--- config.mk ---
export PLATFORM = sky130hd
export DESIGN_NAME = drds_core
export DESIGN_NICKNAME = d
export VERILOG_FILES = /design/src/rtl/drds_core.v
export VERILOG_INCLUDE_DIRS = /design/src /design/src/rtl
export SDC_FILE = /design/constraint.sdc
export NUM_CORES = 1
export LEC_CHECK = 0
export ABC_AREA = 1
export BUFFER_PORTS_ARGS = -buffer_cell sky130_fd_sc_hd__buf_2
export CELL_PAD_IN_SITES_DETAIL_PLACEMENT = 0
export CELL_PAD_IN_SITES_GLOBAL_PLACEMENT = 1
export CORE_MARGIN = 2
export CORE_UTILIZATION = 46
export DETAILED_ROUTE_END_ITERATION = 8
export PLACE_DENSITY = 0.85
export SLEW_MARGIN = 20
export SYNTH_ARGS = -nofsm -noshare
export SYNTH_HDL_FRONTEND = slang
export SYNTH_SLANG_ARGS = --single-unit
--- constraint.sdc ---
create_clock -name clk -period 9 [get_ports clk]
set_input_delay 1.8 -clock clk [delete_from_list [all_inputs] [get_ports clk]]
set_output_delay 1.8 -clock clk [all_outputs]
set_load 0.02 [all_outputs]
--- src/rtl/drds_defs.vh ---
// Constants for the disk read data recovery and sync block
`ifndef DRDS_DEFS_VH
`define DRDS_DEFS_VH
// ==========================================
// Register byte offsets
`define DRDS_CTRL_OFS      8'h00
`define DRDS_STAT_OFS      8'h04
`define DRDS_LOCK_OFS      8'h08
`define DRDS_QUAL_OFS      8'h0C
`define DRDS_MTIM_OFS      8'h10
// ==========================================
// Field positions
`define DRDS_CTRL_MARK     0
`define DRDS_CTRL_READ     1
`define DRDS_ST_FOUND      0
`define DRDS_ST_SEARCH     1
`define DRDS_ST_FAST       2
`define DRDS_ST_INHIB      3
`define DRDS_ST_F          4
// ==========================================
// Reset values
`define DRDS_LOCK_RST      16'h0040
`define DRDS_QUAL_RST      16'h0010
`define DRDS_MTIM_RST      16'h0100
// ==========================================
// Timing: clock and bit rate in kHz
`define DRDS_CLK_KHZ       40000
`define DRDS_BIT_KHZ       6450
`define DRDS_DESNAKE_PCT   40
// Oscillator tuning word, 2F / clk * 65536
`define DRDS_FREQ_WORD     16'h528F
`define DRDS_SAMPLE_CYC    4'h2
`define DRDS_GAIN_SHIFT    2
// ==========================================
// Bus responses
`define DRDS_RESP_OK       2'h0
`define DRDS_RESP_DECERR   2'h3
`endif

--- src/rtl/drds_core.v ---
// Read data recovery, address mark gating, lock-up control and bit clock
`include "drds_defs.vh"
`default_nettype none
module drds_core #(
   parameter [15:0] LOCK_PRESET = `DRDS_LOCK_RST,
   parameter [15:0] MARK_QUAL   = `DRDS_QUAL_RST,
   parameter [15:0] MARK_TIME   = `DRDS_MTIM_RST,
   parameter [15:0] FREQ_WORD   = `DRDS_FREQ_WORD
) (
   input  wire        clk,
   input  wire        rst,
   input  wire        s_axi_awvalid,
   output wire        s_axi_awready,
   input  wire [7:0]  s_axi_awaddr,
   input  wire        s_axi_wvalid,
   output wire        s_axi_wready,
   input  wire [31:0] s_axi_wdata,
   input  wire [3:0]  s_axi_wstrb,
   output reg         s_axi_bvalid,
   input  wire        s_axi_bready,
   output reg  [1:0]  s_axi_bresp,
   input  wire        s_axi_arvalid,
   output wire        s_axi_arready,
   input  wire [7:0]  s_axi_araddr,
   output reg         s_axi_rvalid,
   input  wire        s_axi_rready,
   output reg  [31:0] s_axi_rdata,
   output reg  [1:0]  s_axi_rresp,
   input  wire        cmp_out,
   input  wire        read_window_gate,
   input  wire        servo_reference_osc,
   input  wire        heads_loaded,
   output reg         mark_found_flag,
   output reg         read_data_out,
   output reg         rw_clock,
   output reg         clk_2f,
   output reg         clk_2f_n,
   output reg         clk_f,
   output reg         clk_f_n,
   output reg         phase_compare_clock,
   output reg         correction_pulse,
   output reg         correction_up
);

   // ==========================================
   // Derived timing
   localparam integer DLY_RAW = (`DRDS_DESNAKE_PCT * `DRDS_CLK_KHZ) / (100 * `DRDS_BIT_KHZ);
   localparam [3:0]   DLY_CYC = (DLY_RAW < 1) ? 4'h1 : DLY_RAW[3:0];
   localparam [3:0]   SMP_CYC = `DRDS_SAMPLE_CYC;

   // Mark sequencer states
   localparam [1:0] MS_IDLE = 2'b00;
   localparam [1:0] MS_HUNT = 2'b01;
   localparam [1:0] MS_TIME = 2'b10;

   // Register address decode, shared by read and write
   function [2:0] reg_idx;
      input [7:0] a;
      begin
         if (a == `DRDS_CTRL_OFS) begin
            reg_idx = 3'h1;
         end else if (a == `DRDS_STAT_OFS) begin
            reg_idx = 3'h2;
         end else if (a == `DRDS_LOCK_OFS) begin
            reg_idx = 3'h3;
         end else if (a == `DRDS_QUAL_OFS) begin
            reg_idx = 3'h4;
         end else if (a == `DRDS_MTIM_OFS) begin
            reg_idx = 3'h5;
         end else begin
            reg_idx = 3'h0;
         end
      end
   endfunction

   reg        read_cmd_r;
   reg        mark_cmd_r;
   reg [15:0] lock_cfg_r;
   reg [15:0] qual_cfg_r;
   reg [15:0] mtim_cfg_r;
   reg [1:0]  ms_state_r;
   reg [15:0] ms_cnt_r;
   reg [15:0] lock_cnt_r;
   reg        read_cmd_d_r;
   reg        cmp_d_r;
   reg [3:0]  dly_cnt_r;
   reg        desnake_r;
   reg        desnake_d_r;
   reg [15:0] acc_r;
   reg [3:0]  smp_cnt_r;
   reg [15:0] corr_cnt_r;
   reg        servo_d_r;

   wire       mark_search_mode = (ms_state_r == MS_HUNT);
   wire       fast_lock_enable = (lock_cnt_r != 16'h0000);
   wire       read_output_inhibit = fast_lock_enable;

   // ==========================================
   // AXI4-Lite slave: one write, one read at a time
   wire       wr_go = s_axi_awvalid & s_axi_wvalid & ~s_axi_bvalid;
   wire       rd_go = s_axi_arvalid & ~s_axi_rvalid;
   wire [2:0] wr_idx = reg_idx(s_axi_awaddr);
   wire [2:0] rd_idx = reg_idx(s_axi_araddr);
   assign s_axi_awready = wr_go;
   assign s_axi_wready  = wr_go;
   assign s_axi_arready = rd_go;

   // Write side; mark command bit is a one-cycle strobe
   always @(posedge clk) begin
      if (rst) begin
         s_axi_bvalid <= 1'b0;
         s_axi_bresp  <= `DRDS_RESP_OK;
         read_cmd_r   <= 1'b0;
         mark_cmd_r   <= 1'b0;
         lock_cfg_r   <= LOCK_PRESET;
         qual_cfg_r   <= MARK_QUAL;
         mtim_cfg_r   <= MARK_TIME;
      end else begin
         mark_cmd_r <= 1'b0;
         if (s_axi_bvalid && s_axi_bready) begin
            s_axi_bvalid <= 1'b0;
         end
         if (wr_go) begin
            s_axi_bvalid <= 1'b1;
            s_axi_bresp  <= (wr_idx == 3'h0) ? `DRDS_RESP_DECERR : `DRDS_RESP_OK;
            if (wr_idx == 3'h1 && s_axi_wstrb[0]) begin
               mark_cmd_r <= s_axi_wdata[`DRDS_CTRL_MARK];
               read_cmd_r <= s_axi_wdata[`DRDS_CTRL_READ];
            end
            if (wr_idx == 3'h3) begin
               if (s_axi_wstrb[0]) lock_cfg_r[7:0]  <= s_axi_wdata[7:0];
               if (s_axi_wstrb[1]) lock_cfg_r[15:8] <= s_axi_wdata[15:8];
            end
            if (wr_idx == 3'h4) begin
               if (s_axi_wstrb[0]) qual_cfg_r[7:0]  <= s_axi_wdata[7:0];
               if (s_axi_wstrb[1]) qual_cfg_r[15:8] <= s_axi_wdata[15:8];
            end
            if (wr_idx == 3'h5) begin
               if (s_axi_wstrb[0]) mtim_cfg_r[7:0]  <= s_axi_wdata[7:0];
               if (s_axi_wstrb[1]) mtim_cfg_r[15:8] <= s_axi_wdata[15:8];
            end
         end
      end
   end

   // Read side; status shows live sequencer state
   always @(posedge clk) begin
      if (rst) begin
         s_axi_rvalid <= 1'b0;
         s_axi_rdata  <= 32'h00000000;
         s_axi_rresp  <= `DRDS_RESP_OK;
      end else begin
         if (s_axi_rvalid && s_axi_rready) begin
            s_axi_rvalid <= 1'b0;
         end
         if (rd_go) begin
            s_axi_rvalid <= 1'b1;
            s_axi_rresp  <= (rd_idx == 3'h0) ? `DRDS_RESP_DECERR : `DRDS_RESP_OK;
            s_axi_rdata  <= 32'h00000000;
            if (rd_idx == 3'h1) begin
               s_axi_rdata[`DRDS_CTRL_READ] <= read_cmd_r;
            end else if (rd_idx == 3'h2) begin
               s_axi_rdata[`DRDS_ST_FOUND]  <= mark_found_flag;
               s_axi_rdata[`DRDS_ST_SEARCH] <= mark_search_mode;
               s_axi_rdata[`DRDS_ST_FAST]   <= fast_lock_enable;
               s_axi_rdata[`DRDS_ST_INHIB]  <= read_output_inhibit;
               s_axi_rdata[`DRDS_ST_F]      <= clk_f;
            end else if (rd_idx == 3'h3) begin
               s_axi_rdata[15:0] <= lock_cfg_r;
            end else if (rd_idx == 3'h4) begin
               s_axi_rdata[15:0] <= qual_cfg_r;
            end else if (rd_idx == 3'h5) begin
               s_axi_rdata[15:0] <= mtim_cfg_r;
            end
         end
      end
   end

   // ==========================================
   // Crossover digitizer
   // gate: read window, not while hunting or timing a mark
   wire dig_en = read_window_gate & (ms_state_r == MS_IDLE);
   // either comparator edge, one pulse stream
   wire edge_p = (cmp_out ^ cmp_d_r);
   wire raw_read_pulses = desnake_r ^ desnake_d_r;

   // Delayed sample rejects snakes between true transitions
   always @(posedge clk) begin
      if (rst) begin
         cmp_d_r     <= 1'b0;
         dly_cnt_r   <= 4'h0;
         desnake_r   <= 1'b0;
         desnake_d_r <= 1'b0;
      end else begin
         cmp_d_r     <= cmp_out;
         desnake_d_r <= desnake_r;
         if (!dig_en) begin
            dly_cnt_r <= 4'h0;
         end else if (edge_p) begin
            dly_cnt_r <= DLY_CYC;
         end else if (dly_cnt_r != 4'h0) begin
            dly_cnt_r <= dly_cnt_r - 4'h1;
         end
         // comparator level taken at delayed clock
         if (dig_en && dly_cnt_r == 4'h1) begin
            desnake_r <= cmp_out;
         end
      end
   end

   // ==========================================
   // Address mark sequencer and lock-up counter
   // Quiet line (no crossover) during hunt marks the mark area
   always @(posedge clk) begin
      if (rst) begin
         ms_state_r      <= MS_IDLE;
         ms_cnt_r        <= 16'h0000;
         mark_found_flag <= 1'b0;
         lock_cnt_r      <= 16'h0000;
         read_cmd_d_r    <= 1'b0;
      end else begin
         read_cmd_d_r <= read_cmd_r;
         case (ms_state_r)
            MS_IDLE: begin
               mark_found_flag <= 1'b0;
               if (mark_cmd_r) begin
                  ms_state_r <= MS_HUNT;
                  ms_cnt_r   <= 16'h0000;
               end
            end
            MS_HUNT: begin
               if (edge_p) begin
                  ms_cnt_r <= 16'h0000;
               end else if (ms_cnt_r + 16'h0001 >= qual_cfg_r) begin
                  ms_state_r      <= MS_TIME;
                  ms_cnt_r        <= mtim_cfg_r;
                  mark_found_flag <= 1'b1;
               end else begin
                  ms_cnt_r <= ms_cnt_r + 16'h0001;
               end
            end
            MS_TIME: begin
               // search dropped; timing cycle runs out
               if (ms_cnt_r <= 16'h0001) begin
                  ms_state_r      <= MS_IDLE;
                  mark_found_flag <= 1'b0;
               end else begin
                  ms_cnt_r <= ms_cnt_r - 16'h0001;
               end
            end
            default: begin
               ms_state_r <= MS_IDLE;
            end
         endcase
         // load at mark detect, or at read start
         if (ms_state_r == MS_HUNT && mark_found_flag == 1'b0 && !edge_p &&
             ms_cnt_r + 16'h0001 >= qual_cfg_r) begin
            lock_cnt_r <= lock_cfg_r;
         end else if (read_cmd_r && !read_cmd_d_r && ms_state_r == MS_IDLE) begin
            lock_cnt_r <= lock_cfg_r;
         end else if (!read_cmd_r) begin
            lock_cnt_r <= 16'h0000;
         end else if (lock_cnt_r != 16'h0000) begin
            lock_cnt_r <= lock_cnt_r - 16'h0001;
         end
      end
   end

   // ==========================================
   // Recovered oscillator and phase detector
   // loop input: read pulses when reading, else servo while heads loaded
   wire servo_edge = servo_reference_osc & ~servo_d_r;
   wire loop_in = read_cmd_r ? raw_read_pulses : (servo_edge & heads_loaded);
   // 2F phase normally, F and 2F phase in fast lock
   wire [15:0] ph_err = fast_lock_enable ? {clk_f, acc_r[15:1]} : acc_r;
   wire        err_neg = ph_err[15];
   wire [15:0] err_mag = err_neg ? (16'h0000 - ph_err) : ph_err;
   // fast lock removes full error, normal lock a fraction
   wire [15:0] step = fast_lock_enable ? err_mag : (err_mag >> `DRDS_GAIN_SHIFT);
   wire        smp_open = (smp_cnt_r != 4'h0);
   wire [15:0] acc_adv = acc_r + FREQ_WORD;
   wire [15:0] acc_nxt = (loop_in && smp_open) ?
                         (err_neg ? acc_adv + step : acc_adv - step) : acc_adv;

   // Phase accumulator; frequency word never altered by the loop
   always @(posedge clk) begin
      if (rst) begin
         acc_r     <= 16'h0000;
         servo_d_r <= 1'b0;
         smp_cnt_r <= 4'h0;
      end else begin
         // accumulator rate is twice bit rate
         acc_r     <= acc_nxt;
         servo_d_r <= servo_reference_osc;
         // sample window opens only near a cell edge
         if (!acc_r[15] && acc_nxt[15]) begin
            smp_cnt_r <= SMP_CYC;
         end else if (smp_open) begin
            smp_cnt_r <= smp_cnt_r - 4'h1;
         end
      end
   end

   // Correction pulse, width follows error magnitude
   always @(posedge clk) begin
      if (rst) begin
         corr_cnt_r       <= 16'h0000;
         correction_pulse <= 1'b0;
         correction_up    <= 1'b0;
      end else begin
         if (loop_in && smp_open) begin
            corr_cnt_r    <= err_mag >> 8;
            correction_up <= err_neg;
         end else if (corr_cnt_r != 16'h0000) begin
            corr_cnt_r <= corr_cnt_r - 16'h0001;
         end
         correction_pulse <= (loop_in && smp_open) ? ((err_mag >> 8) != 16'h0000)
                             : (corr_cnt_r > 16'h0001);
      end
   end

   // ==========================================
   // Clock divider and data output
   wire rise_2f = ~acc_r[15] & acc_nxt[15];
   wire f_nxt = rise_2f ? ~clk_f : clk_f;

   always @(posedge clk) begin
      if (rst) begin
         clk_2f              <= 1'b0;
         clk_2f_n            <= 1'b1;
         clk_f               <= 1'b0;
         clk_f_n             <= 1'b1;
         rw_clock            <= 1'b0;
         phase_compare_clock <= 1'b0;
         read_data_out       <= 1'b0;
      end else begin
         clk_2f   <= acc_nxt[15];
         clk_2f_n <= ~acc_nxt[15];
         clk_f    <= f_nxt;
         clk_f_n  <= ~f_nxt;
         rw_clock <= f_nxt;
         phase_compare_clock <= fast_lock_enable ? (f_nxt & acc_nxt[15]) : acc_nxt[15];
         // data only after lock-up, read active
         // zero field spent locking before data passes
         read_data_out <= read_cmd_r & ~read_output_inhibit & raw_read_pulses;
      end
   end

endmodule
`default_nettype wire

---- Word level (Yosys, flattened, before mapping) ----
Cells that the tools add are included.
storage, ports and cells
  output and inout port bits .............. 51
  logic and storage cells ................. 202
  input bits .............................. 63
  register bits after elaboration ......... 160
cells by class
  magnitude comparators ................... 3
  bitwise logic cells ..................... 24
  add/subtract/negate cells ............... 10
  eq/ne operators ......................... 26
  reductions and logical operators ........ 45
  muxes and demuxes ....................... 57
operators with widths
  cell                                                                     number
  16-bit 2-to-1 mux                                                        16
  16-bit case mux with 3 select lines                                      1
  16-bit nonzero test                                                      3
  16-bit by 1-bit subtractor with 16-bit output (second input constant)    3
  8-bit by 4-bit equality test with 1-bit output (second input constant)   4
  3-bit 2-to-1 mux                                                         10
  3-bit AND reduction                                                      7
  2-bit 2-to-1 mux                                                         10
  16-bit by 1-bit adder with 16-bit output (second input constant)         1
  16-bit by 15-bit adder with 16-bit output (second input constant)        1
  16-bit adder                                                             1
  8-bit by 3-bit equality test with 1-bit output (second input constant)   2
  8-bit by 5-bit equality test with 1-bit output (second input constant)   2
  16-bit >= comparator                                                     1
  16-bit by 1-bit > comparator with 1-bit output (second input constant)   1
  16-bit by 1-bit <= comparator with 1-bit output (second input constant)  1
  8-bit zero test                                                          2
  8-bit 2-to-1 mux                                                         2
  1-bit by 16-bit subtractor with 16-bit output (first input constant)     1
  16-bit subtractor                                                        1
  14-bit 2-to-1 mux                                                        1
  1-bit 2-to-1 mux                                                         13
  3-bit equality test (second input constant)                              4
  1-bit NOT                                                                12
  other kinds (26)                                                         65

---- Longest topological paths before layout ----
Gate-level depths: netlist (run 1).
  depth after elaboration ................. 12
  depth in mapped cells ................... 39
  depth with buffers taken out ............ 39

---- Worst setup path after synthesis (run 1) ----
Ideal clock, no wire load.
  path kind ............................... register to register
  start point ............................. reg lock_cnt_r[0]
  end point ............................... reg acc_r[14]
  period minus slack after synthesis ...... 4.465 ns
  library setup time ...................... 0.127 ns
  slack ................................... 4.535 ns
  arrival time ............................ 4.338 ns
  stages on the path, launching flop included .. 37
  buffers on the path ..................... 0
  data required time ...................... 8.873 ns
  cells stage by stage .................... dfxtp_1 > inv_1 > ha_1 > nand2_2 > nor2_4 > nand3_1 > nand2_1 > inv_2 > ha_1 > nand3_1 > nand3_1 > nand3_1 > nand2_2 > ha_1 > nor2_1 > xnor2_1 > inv_1 > ha_1 > nand2_1 > nor2_1 > a211oi_1 > o21ai_0 > nand2_1 > nand2_1 > a21oi_1 > nor2_1 > o21ai_0 > nand2_1 > nand2_1 > inv_1 > o21ai_0 > nand2_1 > nand2_1 > nand2_1 > a21oi_1 > xor2_1 > a21oi_1
on the way
  cells in the longest elaborated chain, start to end .. 8
  elaborated cells on any way between the ends .. 9
  those cells by class .................... 3 x add/sub; 5 x mux; 1 x reduce/logical
ends and longest elaborated chain
  item                                                      line             RTL
  start, declared                                           drds_core.v:83   reg [15:0] lock_cnt_r;
  start signal, assigned                                    drds_core.v:258  lock_cnt_r <= lock_cfg_r;
  start signal, assigned                                    drds_core.v:260  lock_cnt_r <= lock_cfg_r;
  start signal, assigned                                    drds_core.v:264  lock_cnt_r <= lock_cnt_r - 16'h0001;
  16-bit nonzero test (*)                                   drds_core.v:95   wire fast_lock_enable = (lock_cnt_r != 16'h0000);
  16-bit 2-to-1 mux                                         drds_core.v:275  wire [15:0] ph_err = fast_lock_enable ? {clk_f, acc_r[15:1]} : acc_r;
  1-bit by 16-bit subtractor with 16-bit output             drds_core.v:277  wire [15:0] err_mag = err_neg ? (16'h0000 - ph_err) : ph_err;
  16-bit 2-to-1 mux                                         drds_core.v:277
  16-bit 2-to-1 mux                                         drds_core.v:279  wire [15:0] step = fast_lock_enable ? err_mag : (err_mag >> `DRDS_GAIN_SHIFT);
  16-bit subtractor / 16-bit adder (equally long branches)  drds_core.v:283  (err_neg ? acc_adv + step : acc_adv - step) : acc_adv;
  16-bit 2-to-1 mux (*)                                     drds_core.v:283
  16-bit 2-to-1 mux (*)                                     drds_core.v:282  wire [15:0] acc_nxt = (loop_in && smp_open) ?
  end signal, assigned                                      drds_core.v:293  acc_r <= acc_nxt;
  end, declared                                             drds_core.v:89   reg [15:0] acc_r;
Every way passes the cells marked *; elsewhere a longest branch is shown, timed or not.
A chain may end at the register's enable or synchronous reset.

---- Worst setup path after layout (run 1) ----
  start point ............................. reg lock_cnt_r[0]
  end point ............................... reg phase_compare_clock
on the way
  cells in the longest elaborated chain, start to end .. 12
  elaborated cells on any way between the ends .. 13
  those cells by class .................... 3 x add/sub; 7 x mux; 2 x bitwise; 1 x reduce/logical
ends and longest elaborated chain
  item                                                      line             RTL
  16-bit nonzero test (*)                                   drds_core.v:95
  16-bit 2-to-1 mux                                         drds_core.v:275
  1-bit by 16-bit subtractor with 16-bit output             drds_core.v:277
  16-bit 2-to-1 mux                                         drds_core.v:277
  16-bit 2-to-1 mux                                         drds_core.v:279
  16-bit subtractor / 16-bit adder (equally long branches)  drds_core.v:283
  16-bit 2-to-1 mux                                         drds_core.v:283
  16-bit 2-to-1 mux                                         drds_core.v:282
  1-bit AND                                                 drds_core.v:324  wire rise_2f = ~acc_r[15] & acc_nxt[15];
  1-bit 2-to-1 mux                                          drds_core.v:325  wire f_nxt = rise_2f ? ~clk_f : clk_f;
  1-bit AND                                                 drds_core.v:342  phase_compare_clock <= fast_lock_enable ? (f_nxt & acc_nxt[15]) : acc_nxt[15];
  1-bit 2-to-1 mux (*)                                      drds_core.v:342
  end signal, assigned                                      drds_core.v:342
  end, declared                                             drds_core.v:40   output reg phase_compare_clock,
Marked as above.

==> flow_summary.ini, run 1 <==
[drt]
firstDrtPassIters = 5
wl_per_cell_um = 15.1
ant_nets = 0
wirelength_um = 29100
vias_per_cell = 5.21
vias = 10100
first_iter_violations = 576
post-route-drc-count = 0

[power_and_ir_drop]
power.share.sequential = 0.212
irDropWorstVdd_mv = 0.147
pwr-share-comb = 0.604
swShare = 0.498
p_switching_mw = 2.01
p_int_mw = 2.03
power_frac_clock = 0.185
p_leak_nw = 5.38
power_density_mw_per_mm2 = 350

[placement]
gp_congestion = 0.914
dp_hpwl_um = 22400
dp_slack_ns = 3.25
port_buffers = 79
dp.cells = 1902

[logic_synthesis]
synth_edf_count = 0
netlist_instances = 1583
yosysSeqAreaShare = 0.301
synthArstFlopShare = 0
yosysUniqueCellTypes = 52
avgSynthCellArea_um2 = 6.59
ys_warn_count = 0
synthesis.area_mm2 = 0.0104
ys.flop_type = dfxtp_1
ys_ff_latch = 157

[global_routing]
overflow = 0
grt_pass1_wl_um = 46900
grt_max_degree = 64
grt_usage = 0.246
antenna_found_initial = 0
grt_pass1_vias = 9477

[floorplanning]
start_util = 0.465
die_y_um = 155
dieArea_mm2 = 0.0239
io_pins = 114
rows = 55
core_area_mm2 = 0.0224
die_w_um = 155

[clock_tree]
cts.hold.buffers_added = 0
cts-resized-gates = 0
post-cts-setup-buffers = 0
cts_buffer_depth = 2
clkSinkCount = 157
cts_tree = yes
clk_latency_ns = 0.44
cts_buffers = 17
clkTransAtPathRegs_ns = 0.07
ctsHtreeMaxLevel = 4
root_buffer = clkbuf_16

[sta]
fmax_mhz = 172
slew_viol_final = 0
worst_slack_ns = 3.18
report.final.setup_viol = 0
worst_pin_slew_ns = 1.04
setup_tns_ns = 0
rsz0062_at_grt = false
period_needed_ns = 5.82
hold_viol = 0
relSlewSlack = 0.299
period_share = 0.647
finClkSkew_ns = 0.0140
holdWs_ns = 0.455

[finish]
fin_cells = 1934
n_fill_cell = 2333
num_antenna_cells = 0
drive_gt1_frac = 0.106
multi_input_area_mm2 = 0.00605
nets = 1744
seqCellArea_mm2 = 0.00314
area_growth_syn_to_layout_pct = 10.6

[worst_setup_path]
critPathSlowestCell = nand2_2
cp.buffers_inverters = 3
critPathTopFamily = simple AND/OR/NAND/NOR gates
cp-start-kind = flop
crit_arrival_ns = 6.16
worst_path_most_repeated_cell = nand2_2
critPathRequiredTime_ns = 9.34
slowest_delay_ns = 0.42
worst_setup_path_end_kind = flop
cp_max_fo = 21
worstSetupPathType = flop to flop

[flow_run]
cap_violations = 0

[run_status]
status = completed

[worst_hold_path]
hp-class = flop to flop
-- tightest hold or removal path, delay by kind of cell, from the launching register on --
family             cells  cell delay, ns
and+or+nand+nor        1            0.05
AOI/OAI and AO/OA      1            0.05
DFF                    1            0.33
-- area by class of cell --
type / instances / area share
Clock inverter: 15 / 0.0164
Sequential cell: 157 / 0.273
Inverter: 239 / 0.0778
Tap cell: 285 / 0.0309
Clock buffer: 17 / 0.0369
Multi-Input combinational cell: 1132 / 0.525
Timing Repair Buffer: 89 / 0.0408
-- cell usage after synthesis (15+ instances only) --
master,instances,area share
clkbuf_1,37,0.013
ha_1,44,0.053
a21oi_1,147,0.071
dfxtp_1,157,0.30
o21ai_0,128,0.061
nand2_2,19,0.011
buf_4,22,0.016
xnor2_1,15,0.013
nand2_1,308,0.11
nor3_1,30,0.014
inv_1,229,0.082
xor2_1,49,0.041
nand3_1,86,0.041
nor2_1,151,0.054
nand4_1,22,0.013
-- routing by layer --
metal  part of all wire  GRT usage
met1               0.43      0.290
met2               0.51      0.462
met3              0.036     0.0289
met4              0.023     0.0838
met5                  0          0
-- worst paths after layout --
path	start	end	slack (ns)	cells after the start
max	lock_cnt_r[0]	phase_compare_clock	3.18	33
max reg2reg	lock_cnt_r[0]	phase_compare_clock	3.18	33
min	correction_up	correction_up	0.45	2
min reg2reg	correction_up	correction_up	0.45	2
-- through the flow --
step                       util  cell area [µm²]  total power, mW
after floorplan               -            10500             2.81
after global placement    0.487            10900             3.25
after detailed placement  0.487            10900             3.28
after CTS                 0.514            11500             4.05
after global routing      0.514            11500             4.46
final                     0.514            11500             4.04
-- cells by family (layout without fill, tap and decap cells) --
kind of cell	count (synthesis)	count (layout)	share of synthesized area
compound gates	354	354	0.191
xor+xnor	64	64	0.0538
fa+ha+maj	45	45	0.0547
buf+inv	309	360	0.124
flops	157	157	0.301
other cells	1	16	0.000360
simple gates	653	653	0.275
-- registers in the layout (all words and copies together), names as in the netlist, 2 cells and up --
register,cells
acc_r,16
corr_cnt_r,16
lock_cfg_r,16
lock_cnt_r,16
ms_cnt_r,16
mtim_cfg_r,16
qual_cfg_r,16
s_axi_rdata,16
dly_cnt_r,4
smp_cnt_r,4
ms_state_r,2
-- placed cells by master, fill, tap and decap left out, drive strengths merged, types with 3 or more instances in the layout --
master | Yosys | layout
dfxtp | 157 | 157
nand3 | 89 | 89
nor2 | 164 | 164
clkbuf | 37 | 17
nor4 | 8 | 8
o2111ai | 3 | 3
a211oi | 5 | 5
o221ai | 10 | 10
clkinv | 4 | 11
a221oi | 8 | 8
nor3 | 32 | 32
o21ai | 133 | 133
o22ai | 12 | 12
conb | 1 | 16
a31oi | 9 | 9
inv | 235 | 242
a21oi | 148 | 148
ha | 44 | 44
nand2 | 329 | 329
a2111oi | 7 | 7
buf | 33 | 89
o31ai | 3 | 3
nand4 | 22 | 22
o211ai | 7 | 7
or2 | 4 | 4
xnor2 | 15 | 15
xor2 | 49 | 49
o21a | 3 | 3
-- power by group through the flow --
stage	clock, mW	sequential [mW]	combinational (mW)
2_1_floorplan	0	0.868	1.94
3_3_place_gp	0	0.870	2.38
3_5_place_dp	0	0.871	2.41
4_1_cts	0.763	0.855	2.44
5_1_grt	0.789	0.869	2.80
6_report	0.746	0.855	2.44
(Power assumes the default switching activity.)
==> run 2, diff against run 1 <==
Settings changed: ABC_AREA 1 to 0, CORE_UTILIZATION 46 to 44, PLACE_DENSITY 0.85 to 0.79.
Clock period 9 ns to 6 ns, I/O delays scaled along.
==> flow_summary.ini, run 2 <==
[floorplanning]
dieArea_mm2 = 0.0246
die_y_um = 157
start_util = 0.451
die_w_um = 157
rows = 55
core_area_mm2 = 0.0228
io_pins = 114

[finish]
layout_commonest_cell = nor2_1
final_cell_mix = nor2_1, dfxtp_1, nand2_1, a21oi_1, buf_2
drive_gt1_frac = 0.164
fin_cells = 1718
seqCellArea_mm2 = 0.00315
num_antenna_cells = 0
n_fill_cell = 2234
multi_input_area_mm2 = 0.00674
nets = 1501
area_growth_syn_to_layout_pct = 15.7

[clock_tree]
ctsHtreeMaxLevel = 4
root_buffer = clkbuf_16
clk_latency_ns = 0.43
clkSinkCount = 157
cts.hold.buffers_added = 0
cts_tree = yes
clkTransAtPathRegs_ns = 0.06
cts_buffers = 17
cts_buffer_depth = 2

[logic_synthesis]
synth_top_family_by_area = simple AND/OR/NAND/NOR gates
netlist_instances = 1322
yosysSeqAreaShare = 0.306
synthesis.area_mm2 = 0.0103
avgSynthCellArea_um2 = 7.77
synth_xor_area_frac = 0.0789
synth_top_area_cell = dfxtp_1
synthTopCellsByCount = nor2_1, dfxtp_1, nand2_1
synthArstFlopShare = 0
synthMuxAreaShare = 0.0715
ys_warn_count = 0
synth.top_cell.area_share = 0.306
synth_fa_ha_area_frac = 0.0555
yosysUniqueCellTypes = 82
post-synth-top-count-cell = nor2_1
synth.area.top_cells = dfxtp_1, nor2_1, mux2i_1
synth_edf_count = 0
yosys.area_share.simple = 0.234
ys.flop_type = dfxtp_1
ys_ff_latch = 157
synth-compound-area-share = 0.191

[placement]
dp.cells = 1670
dp_hpwl_um = 21000
gp_congestion = 0.864
port_buffers = 79

[sta]
period_share = 0.967
finClkSkew_ns = 0.0123
fmax_mhz = 172
setup_tns_ns = 0
period_needed_ns = 5.80
report.final.setup_viol = 0
hold_viol = 0
rsz0062_at_grt = true
slew_viol_final = 0
relSlewSlack = 0.257
worst_pin_slew_ns = 1.11

[worst_setup_path]
crit_arrival_ns = 6.12
worstSetupPathType = flop to flop
cp_max_fo = 6
critPathRequiredTime_ns = 6.31
cp-start-kind = flop
worst_setup_path_end_kind = flop

[drt]
vias_per_cell = 5.60
wl_per_cell_um = 16.6
firstDrtPassIters = 5
ant_nets = 0
vias = 9616
first_iter_violations = 734
wirelength_um = 28500
post-route-drc-count = 0

[global_routing]
grt_max_degree = 91
grt_usage = 0.236
grt_pass1_vias = 8921
antenna_found_initial = 0
grt_pass1_wl_um = 46300
overflow = 0

[run_status]
status = completed

[power_and_ir_drop]
p_total_mw = 5.24
p_leak_nw = 4.92
power_density_mw_per_mm2 = 441
irDropWorstVdd_mv = 0.293

[flow_run]
cap_violations = 0

[worst_hold_path]
hp-class = flop to flop
-- run 2: cell types whose count changed in the layout (fill, tap and decap cells not counted), sizes merged, moves of 18 or more --
cell   delta
o21ai    -77
a21oi    -43
mux2i    +59
o31ai    +18
xnor2    +36
buf      +49
inv     -194
nand3    -48
nand2   -199
-- run 2: critical path, stage by stage, from the launching register on --
cell     delay [ns]
dfxtp_4        0.35
nor4_4         0.27
buf_4          0.16
and4_4         0.26
nor2_2         0.04
a21oi_1        0.13
ha_2           0.22
or4b_4         0.48
or3_4          0.42
a41o_4         0.28
o211a_4        0.24
or2_4          0.24
nor2_4         0.11
nor2_2         0.05
xor2_1         0.15
ha_1           0.33
a21o_1         0.18
a21oi_2        0.15
o22ai_2        0.09
o31a_1         0.31
o21ai_2        0.16
a21oi_2        0.07
and2_1         0.15
mux2_4         0.29
mux2i_4        0.20
buf_4          0.17
o21a_1         0.17
-- run 2: cells by family after synthesis --
| kind of cell | Yosys count |
|---|---|
| flops | 157 |
| fa+ha+maj | 45 |
| mux | 70 |
| compound gates | 305 |
| simple gates | 505 |
| buf+inv | 148 |
| xor+xnor | 91 |
| other cells | 1 |
-- run 2: through the flow --
step                cell area [µm²]  utilization  hold WS (ns)  worst slack [ns]
global placement              11000        0.484         0.457            0.0572
CTS                           11600        0.511         0.465           0.00332
global route                  11900        0.522         0.487           -0.0483
detailed placement            11000        0.484         0.458           0.00346
floorplan                     10400            -         0.445            0.0380
finish                        11900        0.522         0.466             0.195
-- run 2: power breakdown --
part / internal [mW] / total [mW] / switching (mW)
Clock: 0.677 / 1.13 / 0.450
Sequential: 1.15 / 1.30 / 0.147
Combinational: 1.27 / 2.82 / 1.55
Total: 3.10 / 5.24 / 2.14
-- run 2: final cells by class --
type,count,share of cell area
clock buffers,22,0.0390
clock inverters,9,0.0113
inverters,47,0.0148
multi-input cells,1032,0.566
flip-flops and latches,157,0.265
well taps,313,0.0329
repair buffers,138,0.0707
-- run 2: path summary, 6_finish.rpt --
path                  startpoint             to  slack (ns)  cells after the start
setup reg to reg  lock_cnt_r[11]   smp_cnt_r[1]        0.20                     26
setup / recovery  lock_cnt_r[11]   smp_cnt_r[1]        0.20                     26
hold reg to reg    lock_cfg_r[0]  lock_cnt_r[0]        0.47                      2
hold / removal     lock_cfg_r[0]  lock_cnt_r[0]        0.47                      2
-- run 2: metal layers --
metal  global-route usage  routed length, µm  vias to the layer above
li1                     -                  -                     4810
met1                0.340              14000                     4541
met2                0.366              12600                      246
met3               0.0377               1640                       19
met4               0.0585                252                        0
met5                    0                  0                        -
-- run 2: repair_timing --
item,4_1_cts,5_1_grt
setup endpoints to repair,5,9
gates resized for setup,3,30
gates cloned,0,0
buffers inserted,0,17
pin swaps,0,17
==> run 3, diff against run 2 <==
Settings changed: ABC_AREA 0 to 1, CORE_UTILIZATION 44 to 43, PLACE_DENSITY 0.79 to 0.8.
==> flow_summary.ini, run 3 (synthesis gave the netlist of run 1 again) <==
[finish]
multi_input_area_mm2 = 0.00605
drive_gt1_frac = 0.111
final_cell_mix = nand2_1, inv_1, dfxtp_1, nor2_1, a21oi_1
area_growth_syn_to_layout_pct = 11.7
seqCellArea_mm2 = 0.00314
finalCoreUtilization = 0.493
layout_commonest_cell = nand2_1
num_antenna_cells = 0
nets = 1751
n_fill_cell = 2524

[floorplanning]
die_w_um = 160
rows = 56
start_util = 0.442
core_area_mm2 = 0.0236
io_pins = 114
dieArea_mm2 = 0.0255
die_y_um = 160

[sta]
finClkSkew_ns = 0.0128
rsz0062_at_grt = false
hold_viol = 0
period_needed_ns = 5.24
fmax_mhz = 191
slew_viol_final = 0
setup_tns_ns = 0
relSlewSlack = 0.277
worst_pin_slew_ns = 1.08
report.final.setup_viol = 0
holdWs_ns = 0.455
period_share = 0.874

[worst_setup_path]
cp_max_fo = 15
worst_path_most_repeated_cell = nand2_1
crit_arrival_ns = 5.57
critPathSlowestCell = ha_1
slowest_delay_ns = 0.35
r2r_start = lock_cnt_r[0]
worstSetupPathType = flop to flop
worst_setup_path_end_kind = flop
critPathRequiredTime_ns = 6.33
cp-start-kind = flop
critPathLaunch = lock_cnt_r[0]

[drt]
post-route-drc-count = 0
wl_per_cell_um = 15.5
vias_per_cell = 5.22
vias = 10300
first_iter_violations = 511
wirelength_um = 30700
firstDrtPassIters = 5
ant_nets = 0

[power_and_ir_drop]
irDropWorstVdd_mv = 0.244
p_leak_nw = 5.43
power_density_mw_per_mm2 = 526

[global_routing]
antenna_found_initial = 0
grt_pass1_wl_um = 49600
grt_pass1_vias = 9712
grt_max_degree = 62
grt_usage = 0.241
overflow = 0

[clock_tree]
cts.hold.buffers_added = 0
clk_latency_ns = 0.44
post-cts-setup-buffers = 0
cts_tree = yes
cts_buffer_depth = 2
cts_buffers = 17
ctsHtreeMaxLevel = 4
clkSinkCount = 157
root_buffer = clkbuf_16
cts-resized-gates = 0
clkTransAtPathRegs_ns = 0.08

[worst_hold_path]
min_from = dly_cnt_r[3]
hp-class = flop to flop

[flow_run]
cap_violations = 0

[placement]
gp_congestion = 0.895
port_buffers = 79
dp_hpwl_um = 23500

[run_status]
status = completed
## run 3: changes by cell type in the layout (fill, tap and decap cells not counted), sizes merged, moves of 36 or more
cell	change
xnor2	-36
nand2	+199
buf	-42
a21oi	+43
inv	+194
nand3	+48
o21ai	+77
mux2i	-59
## run 3: critical path: cells and delay by family, from the launching register on
kind | cells | cell delay (ns)
AO/OA/AOI/OAI | 9 | 1.49
XOR/XNOR | 2 | 0.32
adder cells (fa/ha/maj) | 3 | 0.78
buffers and inverters | 6 | 0.80
flip-flops | 1 | 0.31
AND/OR/NAND/NOR | 15 | 1.42
## run 3: power by group
group	switching (mW)	total, mW	leakage (nW)	internal [mW]
sequential	0.111	1.28	1.27	1.17
clock	0.557	1.14	0.304	0.583
combinational	2.39	3.70	3.85	1.31
## run 3: final timing paths
| path | to | slack [ns] | cells after the start |
|---|---|---|---|
| setup / recovery | acc_r[14] | 0.76 | 35 |
| hold / removal | dly_cnt_r[3] | 0.46 | 2 |
| setup reg to reg | acc_r[14] | 0.76 | 35 |
| hold reg to reg | dly_cnt_r[3] | 0.46 | 2 |
## run 3: per-layer routing
| layer | GRT usage | share of wire | wire (µm) | vias to the layer above |
|---|---|---|---|---|
| li1 | - | - | - | 5293 |
| met1 | 0.292 | 0.44 | 13500 | 4742 |
| met2 | 0.433 | 0.50 | 15300 | 222 |
| met3 | 0.0278 | 0.032 | 995 | 57 |
| met4 | 0.0971 | 0.032 | 990 | 0 |
| met5 | 0 | 0 | 0 | - |
## run 3: layout make-up
type,instances,share of cell area
multi-input combinational,1132,0.520
sequential,157,0.270
inverter,239,0.0770
timing repair buffer,96,0.0449
clock buffer,18,0.0377
tap,319,0.0343
clock inverter,14,0.0161
## run 3: through the flow
stage	setup WS (ns)	std cells	power, mW	area, µm²
6_report	0.757	1975	6.12	11600
5_1_grt	0.0404	1975	6.74	11600
4_1_cts	0.794	1975	6.13	11600
3_5_place_dp	0.824	1943	4.97	11000
3_3_place_gp	0.796	1943	4.94	11000
2_1_floorplan	1.54	1598	4.22	10500
